## src/rtl/window_skip_defines.svh

```systemverilog
`ifndef WINDOW_SKIP_DEFINES_SVH
`define WINDOW_SKIP_DEFINES_SVH
`define OPC_SAVE_TOP 16'h7800
`define OPC_SAVE_MASK 16'hff00
`define OPC_SIGN_EXTEND_HALFWORD_OP 16'h7c80
`define OPC_SIGN_EXTEND_BYTE_OP 16'h7c60
`define OPC_RW_MASK 16'hffe0
`define OPC_SKNZ 16'h7f40
`define OPC_SKZ 16'h7ec0
`define OPC_SKB0 16'h5000
`define OPC_SKB1 16'h5400
`define OPC_RI5_MASK 16'hfc00
`define OPC_SKCC 16'h7ee0
`define OPC_I4_MASK 16'hfff0
`define OPC_PFX 16'h9800
`define OPC_PFX_MASK 16'hf800
`define PC_STEP_NEXT 32'h0000_0002
`define PC_STEP_SKIP 32'h0000_0004
`define PC_STEP_SKIP_PFX 32'h0000_0006
`define WIN_STEP 5'h01
`define TRAP_UNDERFLOW 6'h01
`define FRAME_SCALE_SHIFT 2
`define RESET_PC 32'h0000_0000
`define RESET_WINDOW 5'h00
`endif

```

## src/rtl/window_skip_pkg.sv

```systemverilog
package window_skip_pkg;
    typedef struct packed {
        logic n;
        logic v;
        logic z;
        logic c;
    } flags_t;
    typedef struct packed {
        logic [15:0] word;
        logic [15:0] next_word;
        logic valid;
    } fetch_t;
    typedef struct packed {
        logic wr_en;
        logic [4:0] index;
        logic [31:0] data;
    } reg_write_t;
endpackage : window_skip_pkg

```

## src/rtl/cond_eval.sv

```systemverilog
`timescale 1ns/10ps
`default_nettype none
`include "window_skip_defines.svh"
module cond_eval
    import window_skip_pkg::*;
(
    input wire logic [3:0] condition_selector,
    input wire flags_t flags,
    output logic cond_true
);
    logic nxv;
    assign nxv = flags.n ^ flags.v;
    // -----------------------------------------
    // Condition table
    // -----------------------------------------
    always_comb begin
        unique case (condition_selector)
            4'h0: cond_true = flags.c;
            4'h1: cond_true = !flags.c;
            4'h2: cond_true = flags.z;
            4'h3: cond_true = !flags.z;
            4'h4: cond_true = flags.n;
            4'h5: cond_true = !flags.n;
            4'h6: cond_true = !nxv;
            4'h7: cond_true = nxv;
            4'h8: cond_true = flags.z | nxv;
            4'h9: cond_true = !(flags.z | nxv);
            4'ha: cond_true = flags.v;
            4'hb: cond_true = !flags.v;
            4'hc: cond_true = flags.c | flags.z;
            4'hd: cond_true = !(flags.c | flags.z);
            // Codes 0xe and 0xf have no condition; they never skip.
            default: cond_true = 1'b0;
        endcase
    end
endmodule : cond_eval
`default_nettype wire

```

## src/rtl/window_skip_exec.sv

```systemverilog
`timescale 1ns/10ps
`default_nettype none
`include "window_skip_defines.svh"
module window_skip_exec
    import window_skip_pkg::*;
#(
    parameter int WIN_W = 5
) (
    input wire logic clk_sys,
    input wire logic arst_n,
    input wire logic clk_en,
    input wire fetch_t fetch,
    input wire logic [31:0] operand_a_register,
    input wire logic [31:0] frame_pointer_reg,
    input wire logic [4:0] operand_a_index,
    input wire logic [4:0] stack_pointer_index,
    input wire logic [WIN_W-1:0] lower_window_limit,
    input wire flags_t flags_in,
    output logic [31:0] pc_reg,
    output logic [WIN_W-1:0] current_window_pointer,
    output logic [10:0] prefix_constant_reg,
    output reg_write_t rf_write_reg,
    output logic trap_req_reg,
    output logic [5:0] trap_num_reg,
    output flags_t flags_out_reg,
    output logic op_done_reg
);
    // -----------------------------------------
    // Decode
    // -----------------------------------------
    logic is_save, is_sx16, is_sx8, is_sknz, is_skz, is_skb0, is_skb1, is_skcc, is_pfx;
    logic next_is_pfx, cond_true, skip_take, bit_sel;
    logic [4:0] bit_index_immediate;
    logic [3:0] condition_selector;
    logic [7:0] frame_size_immediate;
    logic [10:0] prefix_immediate;
    logic [31:0] pc_next, sp_next;

    assign is_save = (fetch.word & `OPC_SAVE_MASK) == `OPC_SAVE_TOP;
    assign is_sx16 = (fetch.word & `OPC_RW_MASK) == `OPC_SIGN_EXTEND_HALFWORD_OP;
    assign is_sx8 = (fetch.word & `OPC_RW_MASK) == `OPC_SIGN_EXTEND_BYTE_OP;
    assign is_sknz = (fetch.word & `OPC_RW_MASK) == `OPC_SKNZ;
    assign is_skz = (fetch.word & `OPC_RW_MASK) == `OPC_SKZ;
    assign is_skb0 = (fetch.word & `OPC_RI5_MASK) == `OPC_SKB0;
    assign is_skb1 = (fetch.word & `OPC_RI5_MASK) == `OPC_SKB1;
    assign is_skcc = (fetch.word & `OPC_I4_MASK) == `OPC_SKCC;
    assign is_pfx = (fetch.word & `OPC_PFX_MASK) == `OPC_PFX;
    assign next_is_pfx = (fetch.next_word & `OPC_PFX_MASK) == `OPC_PFX;
    assign bit_index_immediate = fetch.word[9:5];
    assign condition_selector = fetch.word[3:0];
    assign frame_size_immediate = fetch.word[7:0];
    assign prefix_immediate = fetch.word[10:0];
    assign bit_sel = operand_a_register[bit_index_immediate];

    cond_eval u_cond (
        .condition_selector(condition_selector),
        .flags(flags_in),
        .cond_true(cond_true)
    );

    // -----------------------------------------
    // Skip decision and program counter
    // -----------------------------------------
    always_comb begin
        skip_take = (is_skb0 && !bit_sel)
            || (is_skb1 && bit_sel)
            || (is_sknz && (operand_a_register != 32'h0000_0000))
            || (is_skz && (operand_a_register == 32'h0000_0000))
            || (is_skcc && cond_true);
        if (!skip_take) begin
            pc_next = pc_reg + `PC_STEP_NEXT;
        end else if (next_is_pfx) begin
            pc_next = pc_reg + `PC_STEP_SKIP_PFX;
        end else begin
            pc_next = pc_reg + `PC_STEP_SKIP;
        end
    end

    // Stack pointer of the new window; the cast keeps the result in 32 bits and the shift scales the frame size by 4.
    assign sp_next = frame_pointer_reg
        - (32'({24'h00_0000, frame_size_immediate}) << `FRAME_SCALE_SHIFT);

    always_ff @(posedge clk_sys or negedge arst_n) begin
        if (!arst_n) begin
            pc_reg <= `RESET_PC;
        end else if (clk_en && fetch.valid) begin
            pc_reg <= pc_next;
        end
    end

    // -----------------------------------------
    // Register window
    // -----------------------------------------
    always_ff @(posedge clk_sys or negedge arst_n) begin
        if (!arst_n) begin
            current_window_pointer <= WIN_W'(`RESET_WINDOW);
        end else if (clk_en && fetch.valid && is_save) begin
            // The window still moves on underflow; the trap handler spills it.
            current_window_pointer <= current_window_pointer - WIN_W'(`WIN_STEP);
        end
    end

    always_ff @(posedge clk_sys or negedge arst_n) begin
        if (!arst_n) begin
            trap_req_reg <= 1'b0;
            trap_num_reg <= 6'h00;
        end else if (clk_en) begin
            trap_req_reg <= fetch.valid && is_save
                && (current_window_pointer == lower_window_limit);
            trap_num_reg <= `TRAP_UNDERFLOW;
        end
    end

    // -----------------------------------------
    // Register file write-back
    // -----------------------------------------
    always_ff @(posedge clk_sys or negedge arst_n) begin
        if (!arst_n) begin
            rf_write_reg <= '0;
        end else if (clk_en) begin
            rf_write_reg.wr_en <= fetch.valid && (is_save || is_sx16 || is_sx8);
            if (is_save) begin
                rf_write_reg.index <= stack_pointer_index;
                rf_write_reg.data <= sp_next;
            end else if (is_sx16) begin
                rf_write_reg.index <= operand_a_index;
                rf_write_reg.data <= {{16{operand_a_register[15]}}, operand_a_register[15:0]};
            end else begin
                rf_write_reg.index <= operand_a_index;
                rf_write_reg.data <= {{24{operand_a_register[7]}}, operand_a_register[7:0]};
            end
        end
    end

    // -----------------------------------------
    // Prefix constant and flags
    // -----------------------------------------
    always_ff @(posedge clk_sys or negedge arst_n) begin
        if (!arst_n) begin
            prefix_constant_reg <= 11'h000;
        end else if (clk_en && fetch.valid) begin
            prefix_constant_reg <= is_pfx ? prefix_immediate : 11'h000;
        end
    end

    always_ff @(posedge clk_sys or negedge arst_n) begin
        if (!arst_n) begin
            flags_out_reg <= '0;
            op_done_reg <= 1'b0;
        end else if (clk_en) begin
            flags_out_reg <= flags_in;
            op_done_reg <= fetch.valid;
        end
    end
endmodule : window_skip_exec
`default_nettype wire

```

## config.mk

```make
export PLATFORM = sky130hd
export DESIGN_NAME = window_skip_exec
export DESIGN_NICKNAME = d
export VERILOG_FILES = /design/src/rtl/window_skip_pkg.sv /design/src/rtl/cond_eval.sv /design/src/rtl/window_skip_exec.sv
export VERILOG_INCLUDE_DIRS = /design/src /design/src/rtl
export SDC_FILE = /design/constraint.sdc
export NUM_CORES = 1
export LEC_CHECK = 0
export BUFFER_PORTS_ARGS = -buffer_cell sky130_fd_sc_hd__buf_2
export CAP_MARGIN = 20
export CORE_ASPECT_RATIO = 1.1
export CORE_UTILIZATION = 50
export DETAILED_ROUTE_END_ITERATION = 16
export PLACE_DENSITY = 0.81
export SLEW_MARGIN = 20
export SYNTH_ARGS = -nofsm -noshare
export SYNTH_HDL_FRONTEND = slang
export SYNTH_SLANG_ARGS = --single-unit
```

## constraint.sdc

```tcl
create_clock -name clk_sys -period 2.6 [get_ports clk_sys]
set_input_delay 0.39 -clock clk_sys [delete_from_list [all_inputs] [get_ports clk_sys]]
set_output_delay 0.39 -clock clk_sys [all_outputs]
set_load 0.05 [all_outputs]
```

# [After elaboration in Yosys (flattened, before gate mapping)]
# Index checks and enable logic that the tools add are counted.
[totals] out_inout_bits=98 input_bits=119 ff_bits=93
[op_classes] n_eq_ne=24 muxes=8 magnitude_cmp=1 n_addsub=5 n_reduce_logical=27 n_bitwise=3
[op_table] op="two-way mux 32 bit" n=3
[op_table] op="adder 32 x 3 -> 32 bit, second input constant" n=2
[op_table] op="equality test 11 x 10 -> 1 bit, second input constant" n=4
[op_table] op="two-way mux 37 bit" n=1
[op_table] op="adder 32 x 2 -> 32 bit, second input constant" n=1
[op_table] op="logical NOT 32 bit" n=1
[op_table] op="nonzero test 32 bit" n=1
[op_table] op="subtractor 32 x 10 -> 32 bit" n=1
[op_table] op="equality test 4 bit, second input constant" n=6
[op_table] op="equality test 4 x 3 -> 1 bit, second input constant" n=4
[op_table] op="case mux 1 bit (14 select lines)" n=1
[op_table] op="equality test 12 x 11 -> 1 bit, second input constant" n=1
[op_table] op="equality test 6 x 5 -> 1 bit, second input constant" n=2
[op_table] op="two-way mux 11 bit" n=1
[op_table] op="equality test 5 bit, second input constant" n=2
[op_table] op="logical AND 1 bit" n=10
[op_table] op="equality test 4 x 2 -> 1 bit, second input constant" n=2
[op_table] op="equality test 8 x 7 -> 1 bit, second input constant" n=1
[op_table] op="logical NOT 1 bit" n=8
[op_table] op="logical OR 1 bit" n=6
[op_table] op="less-than comparator 5 x 6 -> 1 bit, second input constant" n=1
[op_table] op="binary-select mux 1 bit (select 5 bit)" n=1
[op_table] op="equality test 5 bit" n=1
[op_table] op="subtractor 5 x 1 -> 5 bit, second input constant" n=1
[op_table] op="other kinds (5)" n=6

# [Longest topological paths before layout]
[logic_depth] word_depth=9 ltp_mapped=13 ltp_nobuf=12

# [Modules after synthesis]
# Synthesis repeated with hierarchy kept, for this count alone.
[hier_totals] cells_unflattened=613 hier_area_um2=5760.5
[modules_own_cells] mod="window_skip_exec" area_per_inst_um2=5615.4 seq_area_each_um2=2302.2 instances=1 cells_each=593
[modules_own_cells] mod="cond_eval" area_per_inst_um2=145.1 seq_area_each_um2=0.0 instances=1 cells_each=20

# [Worst setup path after synthesis]
# Ideal clock, no wire load.
[synth_path] path_kind="input to register" startpoint="input frame_pointer_reg[2]" endpoint="register rf_write_reg[24] in the netlist's numbering" arrival_ns=2.894 cell_stages=13 path_slack_ns=-0.395 path_buffers=1 setup_time_ns=0.101 cell_sequence="inv_1 ha_1 inv_1 fa_1 a21o_1 a21oi_1 o21bai_1 a2111o_1 and2_1 clkbuf_1 nor3_1 a211oi_1 nor4_1"
[synth_via] elab_chain_len=2
[synth_rtl] element="start, declared" line="window_skip_exec.sv:14" text="input wire logic [31:0] frame_pointer_reg,"
[synth_rtl] element="subtractor 32 x 10 -> 32 bit" line="window_skip_exec.sv:80" text="assign sp_next = frame_pointer_reg"
[synth_rtl] element="two-way mux 37 bit" line="window_skip_exec.sv:122" text="if (is_save) begin"
[synth_rtl] element="end, declared" line="window_skip_exec.sv:22" text="output reg_write_t rf_write_reg,"
# No other way between the ends.
# A chain may end at the register's enable or synchronous reset.

# [Worst setup path after layout]
[layout_path] startpoint="input frame_pointer_reg[14]" endpoint="register rf_write_reg[31] in the netlist's numbering"
# The elaborated chain is that of the path after synthesis.

==> results.md <==
* Mapped Avg Cell Area at 9.19 um2
* Maximum capacitance violations at 0
* Worst reg2reg startpoint: pc_reg[11]
* Final ANT Viol Nets at 0
* Synth Area in Simple Gates at 0.224
* Reg2reg setup slack at approximately 240 ps
* Worst Path Required at 2880 ps
* Final Util at 0.699
* Num ports at 217
* Area share of fa/ha/maj cells after synthesis at 0.0310
* CTS Buffer Depth at 2
* Highest Clock Rate at about 390 MHz
* Hold Path Class: in2async
* Synth Area in XOR/XNOR at 0.0846
* Worst EP arrival at ~2900 ps
* Area after DPL at roughly 7700 um2
* RSZ-0062 raised after global routing: yes
* Layout cells sized above 1 at 0.389
* Critical path type: in2reg
* Cells after Synth at approximately 640
* Tcrit/Tclk final at 0.990
* Pin count of the biggest net entering global routing at between 40 and 50
* Layout fillers at approximately 870
* DRT Pass-1 Iters at 5
* Chip width at 106 um
* DRC at 0
* Design Area, Final at 8030 um2
* PortBufs at 199
* Crit-path max FO at 2
* Synthesis-to-finish area growth at 36.2%
* Slew headroom at 0.547
* Initial antenna violation count at 1
* Leakage at 0.00389 uW
* GRT Residual Overflow at 0
* Slew Viols, Final at 0
* Synth Area in Compound Gates at 0.144
* CTS H-tree depth at 3
* Fin. Hold Viols at 0
* Inserted Clock Buffers at 9
* Pwr Density at roughly 560 nW/um2
* Final setup vio count at 0
* Worst Reg2Reg Path Length in Cells at 9
* Synth warn at 0
* Critical Path, Cell by Cell: buf_6, or4_4, or3_4, or2_4, or4_4, or4_4, xor2_2, a21oi_2
* Actual slew at the worst max-slew pin at 680 ps
* Critical Path Start Type: primary input
* Core Box Area at roughly 11000 um2
* Asr flop ratio synth at 1.00
* Overall power at roughly 4500 uW
* Worst clock skew at ~5.0 ps
* Clock sink count at slightly above 90
* #FFs+latches synth at between 90 and 100
* Die height at ~120 um
* Total global routing track utilization at 0.305
* Final Non-Filler Cells at 1052
* Post-synthesis sequential area ratio at 0.390
* Crit. End Element: flip-flop
* DR vias/cell at between 5 and 6
* Max stage delay cell, worst path: or4_4
* Clk slew on worst S/H paths at about 70 ps
* WL/cell at roughly 17 um
* Outcome: finished, final reports clean
* RePlAce Congestion at 0.914
* Setup WS pre-CTS at -564 ps
* Most frequent CP cell: or4_4
* Final worst setup slack at approximately 25 ps
* Max layer used: met4
* VDD IR max at between 0.4 and 0.5 mV
* Total vias in the final route at between 6000 and 7000
* Vias in the first global route at between 6000 and 7000
* Met3 wire len at between 1 and 1.5 mm
* Cell Area, Synth at 5900 um2
* Main flop type after synthesis: dfrtp_1
* Worst stage delay on the critical path at 530 ps
* First-pass GRT wire length at 29.6 mm
* CTS root buffer: clkbuf_16
* Post-Place Cells at a little over 1000
* Clk_lat worst skew at 350 ps
* Tmin final at around 2600 ps
* CTS tree: yes
* Cell Rows at 41
* Post-synthesis mux area share at 0.0768
* Met2 WL post-DR at ~9 mm
* Distinct cells, synth at 61
* Largest family of logic cells by synthesized area: simple AND/OR/NAND/NOR gates
* Number of flops mapped to enable cells by yosys at 0
* Max reg flops at 38
* Hpwl dp at 13.9 mm
* Met1 Wirelength at 7.27 mm
* WL final at 18.3 mm
* Drt initial violations at around 350
* Initial Util at 0.513
* # nets final at ~1000
* Worst reg2reg endpoint: pc_reg[27]
* Die area at 12200 um2
==> stage by stage <==
stage | TNS, ps | hold slack, ps
after floorplan | -1020 | 94.4
after global placement | -11530 | 430
after detailed placement | -13930 | 448
after CTS | 0 | 78.8
after global routing | -54.1 | 109
final | 0 | 64.5
==> cell families (layout without fill, tap and decap cells) <==
logic type,Yosys count,after routing
AO/OA/AOI/OAI,129,129
XOR/XNOR,57,57
adder cells (fa/ha/maj),14,14
buffers and inverters,69,322
flip-flops,92,92
multiplexers,34,34
other,1,8
AND/OR/NAND/NOR,246,246
==> Yosys cell counts (4+ instances only) <==
library cell	n	area share
dfrtp_1	92	0.39
nor2_1	49	0.031
nand2_1	39	0.025
clkbuf_1	34	0.022
a21oi_1	33	0.028
xor2_1	33	0.049
nand3_1	31	0.026
inv_1	26	0.017
nor4_1	25	0.027
xnor2_1	24	0.036
nand4_1	20	0.021
o21ai_0	20	0.017
nor3_1	19	0.016
a31oi_1	16	0.017
mux2i_1	16	0.027
and3_1	13	0.014
ha_1	13	0.028
a211oi_1	12	0.015
a22o_1	11	0.016
mux2_2	10	0.019
and4_1	9	0.013
o22ai_1	9	0.0095
mux4_2	8	0.031
buf_4	7	0.0089
nor2b_1	7	0.0074
and2_1	5	0.0053
nand2b_1	5	0.0053
o21a_1	5	0.0064
or3_1	5	0.0053
nor4b_1	4	0.0059
==> worst max path at each step <==
stage,from,end,slack [ps],cells past startpoint
floorplan,frame_pointer_reg[14],rf_write_reg[31],-280,8
global placement,frame_pointer_reg[2],rf_write_reg[24],-370,13
detailed placement,frame_pointer_reg[2],rf_write_reg[28],-560,13
CTS,frame_pointer_reg[2],rf_write_reg[14],8,13
global route,frame_pointer_reg[2],rf_write_reg[14],-40,13
finish,frame_pointer_reg[14],rf_write_reg[31],30,8
==> cell usage in the layout, fill, tap and decap left out, types with 13 or more instances in the layout <==
master | Yosys | routed
xnor2_1 | 24 | 24
nand2_1 | 39 | 38
nor2_1 | 49 | 48
buf_2 | 2 | 194
a21oi_1 | 33 | 32
and3_1 | 13 | 13
buf_4 | 7 | 78
o21ai_0 | 20 | 18
nor4_1 | 25 | 23
mux2i_1 | 16 | 14
nand4_1 | 20 | 20
dfrtp_1 | 92 | 92
nor3_1 | 19 | 16
nand3_1 | 31 | 30
a31oi_1 | 16 | 16
xor2_1 | 33 | 32
inv_1 | 26 | 24
==> power breakdown <==
group          internal [uW]  leakage (uW)  total (uW)  switching (uW)
logic                    506       0.00260        1510            1010
clock network            662      0.000134        1270             613
registers               1550       0.00116        1680             127
==> layout make-up <==
class | instances | area [um2] | share of cell area
flip-flops and latches | 92 | 2300 | 0.287
clock buffers | 9 | 225 | 0.0280
diodes | 2 | 5.00 | 0.000623
inverters | 26 | 110 | 0.0137
well taps | 150 | 188 | 0.0234
clock inverters | 7 | 57.6 | 0.00716
repair buffers | 280 | 1690 | 0.210
multi-input cells | 486 | 3460 | 0.430
==> repair_timing <==
item	in CTS	in global routing
endpoints found under the setup margin	8	39
buffers inserted	0	2
gates resized for setup	3	18
pin swaps	2	12
hold endpoints to repair	0	0
hold buffers	0	0
==> per-layer routing <==
layer  GRT usage  vias up
met5           0        -
met4       0.127        0
met3      0.0675       48
met2       0.543      291
met1       0.358     2989
li1            -     2861
==> worst max-delay path: cells and delay by family <==
family,cells,cell delay [ps]
and+or+nand+nor,5,2070
AOI/OAI and AO/OA,1,140
buffers and inverters,1,90
xor gates and xnor gates,1,170
(Power assumes the default switching activity.)
